**config.mk**
```make
export PLATFORM = sky130hd
export DESIGN_NAME = amsl_datapath
export DESIGN_NICKNAME = d
export VERILOG_FILES = /design/src/amsl_shifter.v /design/src/amsl_datapath.v
export VERILOG_INCLUDE_DIRS = /design/src /design/src/shared
export SDC_FILE = /design/constraint.sdc
export NUM_CORES = 2
export LEC_CHECK = 0
export ABC_CLOCK_PERIOD_IN_PS = 5000
export BUFFER_PORTS_ARGS = -buffer_cell sky130_fd_sc_hd__buf_2
export CORE_MARGIN = 2
export CORE_UTILIZATION = 64
export CTS_CLUSTER_SIZE = 10
export DETAILED_ROUTE_END_ITERATION = 6
export HOLD_SLACK_MARGIN = 0.06
export PLACE_DENSITY = 0.85
export SLEW_MARGIN = 10
export SYNTH_ARGS = -nofsm -noshare
export SYNTH_HDL_FRONTEND = slang
export SYNTH_SLANG_ARGS = --single-unit
```
**constraint.sdc**
```tcl
create_clock -name ref_clk_i -period 5 [get_ports ref_clk_i]
set_input_delay 0.5 -clock ref_clk_i [delete_from_list [all_inputs] [get_ports ref_clk_i]]
set_output_delay 0.5 -clock ref_clk_i [all_outputs]
set_load 0.005 [all_outputs]
```
**src/shared/amsl_regs.vh**
```
// Constants for the accumulator multiply, shift and logic datapath.
// Assumes inclusion by the datapath modules and the testbench files.
`ifndef AMSL_REGS_VH
`define AMSL_REGS_VH

// ------------------------------------------------------------
// Operation codes
// ------------------------------------------------------------
`define AMSL_OP_IDLE      3'h0
`define AMSL_OP_MULRND    3'h1
`define AMSL_OP_NEGATE    3'h2
`define AMSL_OP_NORM_STEP 3'h3
`define AMSL_OP_FAST_NORM 3'h4
`define AMSL_OP_COMPL     3'h5
`define AMSL_OP_OR        3'h6

// ------------------------------------------------------------
// OR source selects
// ------------------------------------------------------------
`define AMSL_ORSRC_REG    2'h0
`define AMSL_ORSRC_SHORT  2'h1
`define AMSL_ORSRC_LONG   2'h2

// ------------------------------------------------------------
// Field positions and widths
// ------------------------------------------------------------
`define AMSL_ACC_W        56
`define AMSL_WORD_W       24
`define AMSL_HI_MSB       47
`define AMSL_HI_LSB       24
`define AMSL_ACC_MSB      55
`define AMSL_V_WATCH_BIT  39
`define AMSL_SHAMT_SIGN   23
`define AMSL_IDLE_WORD    24'h000000

// ------------------------------------------------------------
// Flag bit positions and reset values
// ------------------------------------------------------------
`define AMSL_FLG_C        0
`define AMSL_FLG_V        1
`define AMSL_FLG_Z        2
`define AMSL_FLG_N        3
`define AMSL_FLG_U        4
`define AMSL_FLG_E        5
`define AMSL_FLAGS_RST    8'h00
`define AMSL_ACC_RST      56'h00000000000000
`define AMSL_PTR_RST      24'h000000

`endif

```
**src/amsl_shifter.v**
```verilog
// Arithmetic barrel shift of a 56-bit accumulator with bit-39 watch.
// Assumes a signed shift amount within the legal range of the caller.
`timescale 1ns/1ns
`default_nettype none
`include "amsl_regs.vh"

module amsl_shifter (
  // Operand
  input  wire [55:0] acc_i,
  input  wire [23:0] amount_i,
  // Result
  output reg  [55:0] result_o,
  output reg         v_watch_o
);

  reg        left;
  reg [6:0]  mag;
  reg [23:0] neg_amt;
  reg        ref_bit;
  integer    k;

  // ------------------------------------------------------------
  // Shift and watch of bit 39 across every single step
  // ------------------------------------------------------------
  always @* begin
    left      = amount_i[`AMSL_SHAMT_SIGN];
    neg_amt   = 24'h000000 - amount_i;
    mag       = left ? neg_amt[6:0] : amount_i[6:0];
    if (mag > 7'h38) begin
      mag = 7'h38;
    end
    // Kept apart so that the right shift stays signed
    if (left) begin
      result_o = acc_i << mag;
    end else begin
      result_o = $signed(acc_i) >>> mag;
    end
    ref_bit   = acc_i[`AMSL_V_WATCH_BIT];
    v_watch_o = 1'b0;
    for (k = 1; k <= 56; k = k + 1) begin
      if (k <= mag) begin
        if (left) begin
          if (k <= 39 && acc_i[39 - k] != ref_bit) begin
            v_watch_o = 1'b1;
          end else if (k > 39 && ref_bit) begin
            v_watch_o = 1'b1;
          end
        end else begin
          if (k <= 16 && acc_i[39 + k] != ref_bit) begin
            v_watch_o = 1'b1;
          end else if (k > 16 && acc_i[55] != ref_bit) begin
            v_watch_o = 1'b1;
          end
        end
      end
    end
  end

endmodule // amsl_shifter
`default_nettype wire

```
**src/amsl_datapath.v**
```verilog
// Accumulator datapath: multiply-round, negate, normalize, complement, OR.
// Assumes decoder presents one operation per op_valid_i pulse, same clock.
//
// Operation
// - Multiply immediate by input register into accumulator
// - Round convergent or two's complement per mode
// - Minus option negates product before rounding
// - Clear low accumulator word after rounding
// - Fields select input register, accumulator, sign
// - Negate accumulator as full 56-bit operation
// - Idle instruction only advances program counter
// - Normalize shifts left, decrements pointer when unnormalized; code tests flag U, which no operation sets, so never shifts left
// - Extension in use: shift right, increment pointer; code tests flag E, which no operation sets, so never shifts right
// - Normalize left shift changing bit 55 sets V
// - Fast align shifts right or left by amount
// - Fast align V tracks any bit 39 change
// - Complement inverts bits 47-24 only
// - Complement and OR set N, Z, clear V
// - OR source into bits 47-24 only
// - OR source register, short or long immediate
// - Short immediate zero extended, right aligned
`timescale 1ns/1ns
`default_nettype none
`include "amsl_regs.vh"

module amsl_datapath (
  // Clock and reset
  input  wire        ref_clk_i,
  input  wire        rst_n_i,
  // Instruction request
  input  wire        op_valid_i,
  input  wire [2:0]  op_code_i,
  input  wire [23:0] instr_word_i,
  input  wire        acc_sel_i,
  input  wire        minus_i,
  input  wire [1:0]  input_reg_field_i,
  input  wire [23:0] ext_word_i,
  input  wire [2:0]  pointer_reg_sel_i,
  input  wire [1:0]  or_src_i,
  input  wire [5:0]  short_imm_i,
  input  wire [23:0] shift_src_i,
  // Mode and operands
  input  wire        rounding_op_twos_i,
  input  wire [23:0] x0_i,
  input  wire [23:0] y0_i,
  input  wire [23:0] x1_i,
  input  wire [23:0] y1_i,
  // Results
  output reg  [55:0] acc_a_o,
  output reg  [55:0] acc_b_o,
  output reg  [7:0]  flag_register_o,
  output reg  [23:0] program_counter_o,
  output reg  [23:0] pointer_upd_o,
  output reg  [2:0]  pointer_sel_o,
  output reg         pointer_we_o,
  output reg  [23:0] pointer_val_o,
  output reg         done_o
);

  // ------------------------------------------------------------
  // Pointer register file kept locally
  // ------------------------------------------------------------
  reg  [23:0] ptr_q [0:7];
  wire [55:0] acc_cur = acc_sel_i ? acc_b_o : acc_a_o;

  // Operand select from the two-bit input register field
  function [23:0] pick_in;
    input [1:0] f;
    begin
      if (f == 2'h0) begin
        pick_in = x0_i;
      end else if (f == 2'h1) begin
        pick_in = y0_i;
      end else if (f == 2'h2) begin
        pick_in = x1_i;
      end else begin
        pick_in = y1_i;
      end
    end
  endfunction

  // ------------------------------------------------------------
  // Multiply and round
  // ------------------------------------------------------------
  wire signed [47:0] prod   = $signed(ext_word_i) * $signed(pick_in(input_reg_field_i));
  wire        [55:0] prod_f = {{8{prod[47]}}, prod[46:0], 1'b0};
  wire        [55:0] prod_s = minus_i ? 56'h0 - prod_f : prod_f;
  wire        [55:0] rsum   = prod_s + 56'h00000000800000;
  reg         [55:0] rnd_res;
  always @* begin
    rnd_res = {rsum[55:24], 24'h000000};
    if (!rounding_op_twos_i && rsum[23:0] == 24'h000000) begin
      rnd_res[24] = 1'b0;
    end
  end

  // ------------------------------------------------------------
  // Fast align and logic results
  // ------------------------------------------------------------
  wire [55:0] fast_res;
  wire        fast_v;
  amsl_shifter u_shift (
    .acc_i    (acc_cur),
    .amount_i (shift_src_i),
    .result_o (fast_res),
    .v_watch_o(fast_v)
  );

  wire [23:0] or_src = (or_src_i == `AMSL_ORSRC_SHORT) ? {18'h0, short_imm_i} :
                       (or_src_i == `AMSL_ORSRC_LONG)  ? ext_word_i :
                                                         pick_in(input_reg_field_i);
  wire [23:0] hi_cur = acc_cur[`AMSL_HI_MSB:`AMSL_HI_LSB];
  wire [23:0] hi_not = ~hi_cur;
  wire [23:0] hi_or  = hi_cur | or_src;

  // ------------------------------------------------------------
  // Result selection
  // ------------------------------------------------------------
  reg  [55:0] res;
  reg  [7:0]  flg;
  reg         wr_acc;
  reg  [23:0] ptr_new;
  reg         ptr_we;
  wire [7:0]  f_cur   = flag_register_o;
  wire [23:0] ptr_cur = ptr_q[pointer_reg_sel_i];

  // ------------------------------------------------------------
  // Normalize step decision
  // ------------------------------------------------------------
  // Decision relies on flags already reflecting the accumulator
  wire        norm_left  = !f_cur[`AMSL_FLG_E] && f_cur[`AMSL_FLG_U] && !f_cur[`AMSL_FLG_Z];
  wire        norm_right = !norm_left && f_cur[`AMSL_FLG_E];
  wire [55:0] norm_shl   = {acc_cur[54:0], 1'b0};
  wire [55:0] norm_shr   = {acc_cur[55], acc_cur[55:1]};
  wire        norm_v     = acc_cur[55] ^ acc_cur[54];
  wire [23:0] ptr_dec    = ptr_cur - 24'h000001;
  wire [23:0] ptr_inc    = ptr_cur + 24'h000001;

  // ------------------------------------------------------------
  // Upper word logic result and its flags
  // ------------------------------------------------------------
  wire [23:0] logic_hi  = (op_code_i == `AMSL_OP_COMPL) ? hi_not : hi_or;
  wire [55:0] logic_res = {acc_cur[55:48], logic_hi, acc_cur[23:0]};
  wire        logic_n   = logic_hi[23];
  wire        logic_z   = (logic_hi == 24'h000000);

  always @* begin
    res     = acc_cur;
    flg     = f_cur;
    wr_acc  = 1'b0;
    ptr_new = ptr_cur;
    ptr_we  = 1'b0;
    case (op_code_i)
      `AMSL_OP_MULRND: begin
        res    = rnd_res;
        wr_acc = 1'b1;
      end
      `AMSL_OP_NEGATE: begin
        res    = 56'h0 - acc_cur;
        wr_acc = 1'b1;
      end
      `AMSL_OP_NORM_STEP: begin
        if (norm_left) begin
          res     = norm_shl;
          ptr_new = ptr_dec;
          ptr_we  = 1'b1;
          wr_acc  = 1'b1;
          flg[`AMSL_FLG_V] = norm_v;
        end else if (norm_right) begin
          res     = norm_shr;
          ptr_new = ptr_inc;
          ptr_we  = 1'b1;
          wr_acc  = 1'b1;
        end
      end
      `AMSL_OP_FAST_NORM: begin
        // Amount range is the caller's duty
        res    = fast_res;
        wr_acc = 1'b1;
        flg[`AMSL_FLG_V] = fast_v;
      end
      `AMSL_OP_COMPL, `AMSL_OP_OR: begin
        res    = logic_res;
        wr_acc = 1'b1;
        flg[`AMSL_FLG_N] = logic_n;
        flg[`AMSL_FLG_Z] = logic_z;
        flg[`AMSL_FLG_V] = 1'b0;
      end
      default: begin
        res = acc_cur;
      end
    endcase
  end

  // ------------------------------------------------------------
  // State update
  // ------------------------------------------------------------
  integer i;
  always @(posedge ref_clk_i or negedge rst_n_i) begin
    if (!rst_n_i) begin
      acc_a_o           <= `AMSL_ACC_RST;
      acc_b_o           <= `AMSL_ACC_RST;
      flag_register_o   <= `AMSL_FLAGS_RST;
      program_counter_o <= 24'h000000;
      pointer_upd_o     <= `AMSL_PTR_RST;
      pointer_sel_o     <= 3'h0;
      pointer_we_o      <= 1'b0;
      pointer_val_o     <= `AMSL_PTR_RST;
      done_o            <= 1'b0;
      for (i = 0; i < 8; i = i + 1) begin
        ptr_q[i] <= `AMSL_PTR_RST;
      end
    end else begin
      done_o       <= op_valid_i;
      pointer_we_o <= 1'b0;
      if (op_valid_i) begin
        program_counter_o <= program_counter_o + 24'h000001;
        flag_register_o   <= flg;
        pointer_sel_o     <= pointer_reg_sel_i;
        pointer_val_o     <= ptr_new;
        if (wr_acc && !acc_sel_i) begin
          acc_a_o <= res;
        end
        if (wr_acc && acc_sel_i) begin
          acc_b_o <= res;
        end
        if (ptr_we) begin
          ptr_q[pointer_reg_sel_i] <= ptr_new;
          pointer_upd_o            <= ptr_new;
          pointer_we_o             <= 1'b1;
        end
      end
    end
  end

endmodule // amsl_datapath
`default_nettype wire

```
==> impl_results.md, run 1 <==
* Outcome: stopped before the end
* Failing step: 5_1_grt
* Tool error: [ERROR GRT-0116] Global routing finished with congestion. Check the congestion regions in the DRC Viewer.
* DPL Wire Length at 167,000 um
* Main synth FF type: dfrtp_1
* Clock buffer depth at 2
* Synth Area per Inst at 8.06 um^2
* Total GRT Usage at 76.7%
* #FFs+latches synth at 143
* GP Congestion at 1.19
* Clk sink count at 143
* Synth Instances at 5,343
* Largest net degree at the start of global routing at 87
* Most frequent cell after synthesis: nand2_1
* Synth async-reset ratio at 100%
* Row count at 95
* Yosys warnings at 0
* Synth top area cells: fa_1 28%, dfrtp_1 8.3%, nand2_1 6.6%
* Top-area cell type share of the netlist area at 28.2%
* Synth Cell Area at 43,100 um^2
* Top cells by count, synth: 759 x nand2_1, 608 x fa_1, 584 x inv_1
* Grt ovf at 55
* H-tree level count at 4
* Number of synthesized flops with an enable pin at 0
* CTS Buf Count at 17
* Seq/Total Area, Yosys at 8.30%
* Root buf cell: clkbuf_16
* Initial Util at 64.4%
* Die W at 263 um
* Hold Buf Count CTS at 0
* Vias in the first global route at 59,830
* Netlist cell types at 99
* Port buffer count at 292
* Yosys top cell by area: fa_1
* Top Ports at 387
* First-pass GRT wire length at 392,000 um
* Chip height at 263 um
logic make-up after synthesis:
family	Yosys count	share of synthesized area, %
AOI/OAI and AO/OA	1153	17.3
buffers and inverters	1027	9.45
xor gates and xnor gates	164	3.33
other	1	0.00870
DFF	143	8.30
muxes	413	10.9
and+or+nand+nor	1695	18.5
adders and majority gates	747	32.3
metrics by stage:
step                std cells  setup TNS [ns]  utilization [%]  setup WS [ns]  cell area (um^2)
floorplan                5396         -271.76                -          -4.74             44200
global placement         7121         -302.92             78.9          -5.11             52800
detailed placement       7121         -325.19             78.9          -5.53             52800
CTS                      7214         -283.43             81.9          -4.80             54800
metal layers:
layer,overflow,track usage (%)
met1,2,80.3
met2,27,90.1
met3,0,63.7
met4,26,68.8
met5,0,38.7
repair_timing:
item	in CTS
buffers inserted	59
resized for setup	161
setup endpoints to repair	64
cloned	4
pin swaps	71
endpoints found under the hold margin	0
==> run 2, diff against run 1 <==
CORE_UTILIZATION = 40   (was 64)
CTS_CLUSTER_SIZE = not set   (was 10)
HOLD_SLACK_MARGIN = not set   (was 0.06)
PLACE_DENSITY = not set   (was 0.85)
PLACE_DENSITY_LB_ADDON = 0.15   (was not set)
==> run 2 against run 1 <==
Net effect: the flow now finishes, with violations (negative setup slack); area after synthesis unchanged; synthesized cell count is the same.
==> impl_results.md, run 2 <==
* Outcome: complete, but fails checks
* Failing checks: negative setup slack
* Top-area cell type share of the netlist area at 28.2% (unchanged)
* Netlist cell types at 99 (unchanged)
* Final core occ at 53.5%
* Die area at 110,000 um^2
* Synth Instances at 5,343 (unchanged)
* Die W at 332 um (+26%)
* Most common cell after layout, fill and taps aside: buf_4
* CORE AREA at 107,000 um^2
* TritonRoute pass-1 iters at 6
* Final nets at 7,349
* Slew Viols, Final at 0
* First-pass GRT wire length at 294,000 um
* Layout cells sized above 1 at 31.0%
* Main synth FF type: dfrtp_1
* Synth top area cells: fa_1 28%, dfrtp_1 8.3%, nand2_1 6.6%
* Top cells by count, synth: 759 x nand2_1, 608 x fa_1, 584 x inv_1
* Yosys warnings at 0 (unchanged)
* Top Ports at 387 (unchanged)
* Total Neg Setup Slack at -267.76 ns
* WL final at 198,000 um
* Worst path required time at 5.28 ns
* Yosys top cell by area: fa_1
* GR Layer Usage met1 at 48.5%
* GP Congestion at 1.07 (-10%)
* Fillers at 10,194
* Fmax at 104 MHz
* Post-Place Cells at 7,695 (+8.1%)
* R2R setup slack at 0.35 ns
* Max_cap viols at 0
* Synth Area per Inst at 8.06 um^2 (unchanged)
* Drt drc at 0
* Grt ovf at 0
* Initial Util at 40.3% (-24 points)
* Seq/Total Area, Yosys at 8.30% (unchanged)
* H-tree level count at 4 (unchanged)
* Vias in the first global route at 45,543
* DP Worst Slack at -5.24 ns (+0.298 ns)
* Wire per inst at 25.2 um
* WP data arrival at 9.85 ns
* Largest net degree at the start of global routing at 66
* Min-delay worst type: in2async
* Initial antenna violation count at 8
* #FFs+latches synth at 143 (unchanged)
* Hold Buf Count CTS at 0 (unchanged)
* Avg Vias per Cell at 5.85
* Number of synthesized flops with an enable pin at 0 (unchanged)
* Port buffer count at 292 (unchanged)
* CP Capture Type: flip-flop
* Root buf cell: clkbuf_16
* Clock Latency Late Sink at 0.45 ns
* Post-route worst setup slack at -4.57 ns
* Row count at 120 (+26%)
* Post-route clock period utilization at 191%
* Bufs and invs on worst path at 10
* Crit-path max cell delay at 0.61 ns
* Hold Vio Cnt, Final at 0
* DPL Wire Length at 161,000 um (-3.4%)
* Clk sink count at 143 (unchanged)
* Critical path launch point type: primary input
* Final setup vio count at 64
* Clock buffer depth at 2 (unchanged)
* Slowest CP cell: or4_4
* CP delay by family, top: adder cells
* Vias at 45,854
* Unrepaired setup endpoints after global routing: yes
* Fin crit period at 9.57 ns
* Top flop regs: acc_a_o x56, acc_b_o x56, program_counter_o x24
* Most frequent cell after synthesis: nand2_1
* Met2 GRT Util at 54.3%
* Total GRT Usage at 35.4%
* CTS tree: done
* Chip height at 332 um (+26%)
* Remaining antenna violation count at 0
* Least-Margin Pin Slew at 1.12 ns
* CP most frequent cell: fa_1
* Synth-to-layout area growth at 32.8%
* Post-Layout Cell Count at 7,832
* GR peak layer: met2
* Synth async-reset ratio at 100% (unchanged)
* Max_slew headroom at 24.8%
* Worst-path clk slew at 0.07 ns
* Synth Cell Area at 43,100 um^2 (unchanged)
* DRT iter0 DRCs at 4,446
* Met3 Use GR at 7.63%
* CP Max Fanout at 5
* Clock skew at 0.0166 ns
* CTS Buf Count at 17 (unchanged)
* Commonest non-fill, non-tap cells in the layout: 1,031 x buf_4, 740 x nand2_1, 592 x fa_1, 574 x inv_1, 289 x buf_2
* Critical path class: in2reg
[run 2: cell counts after synthesis]
Identical to the previous run, type by type.
[run 2: per-layer routing]
layer	wire length, um	part of all wire [%]
met2	86800	44
met5	67	0.034
met4	9410	4.8
met3	19000	9.6
met1	82400	42
[run 2: area by class of cell]
type | count | area [um^2] | share of cell area (%)
inverters | 584 | 2190 | 3.83
diodes | 3 | 7.51 | 0.0131
clock inverters | 15 | 148 | 0.258
flip-flops and latches | 143 | 3580 | 6.25
clock buffers | 17 | 425 | 0.743
repair buffers | 1437 | 11200 | 19.6
well taps | 1403 | 1760 | 3.07
multi-input cells | 4230 | 37900 | 66.3
[run 2: repair_timing]
| item | in CTS | in global routing |
|---|---|---|
| resized for setup | 158 | 172 |
| setup buffers | 55 | 47 |
| pin swaps | 53 | 142 |
| gates cloned | 8 | 1 |
| setup endpoints to repair | 64 | 66 |
[run 2: cell families (layout without fill, tap and decap cells)]
group	count (synthesis)	in the layout	synth area share, %
simple gates	1695	1695	18.5
xor+xnor	164	164	3.33
compound gates	1153	1153	17.3
buf+inv	1027	2053	9.45
fa+ha+maj	747	747	32.3
flops	143	143	8.30
mux	413	417	10.9
other cells	1	57	0.00870
[run 2: worst paths after layout]
path                                  startpoint                    end  cells past startpoint
min reg2reg                program_counter_o[23]  program_counter_o[23]                      1
max                         input_reg_field_i[0]            acc_b_o[51]                     34
min in group ref_clk_i      pointer_reg_sel_i[0]       pointer_sel_o[0]                      2
max in group asynchronous                rst_n_i            acc_a_o[35]                      2
max reg2reg                          acc_b_o[18]            acc_b_o[54]                     18
min                                      rst_n_i            acc_a_o[10]                      1
[run 2: metrics by stage]
| stage | area, um^2 | hold slack (ns) |
|---|---|---|
| after global placement | 54000 | 0.457 |
| after detailed placement | 54000 | 0.478 |
| after global routing | 57200 | 0.0656 |
| after floorplan | 44200 | 0.204 |
| after CTS | 56000 | 0.0380 |
| final | 57200 | 0.0280 |
Power of run 2 is left out: the tool's default activity adds up to more than one toggle a clock period on the data nets, which glitch-free logic cannot reach.
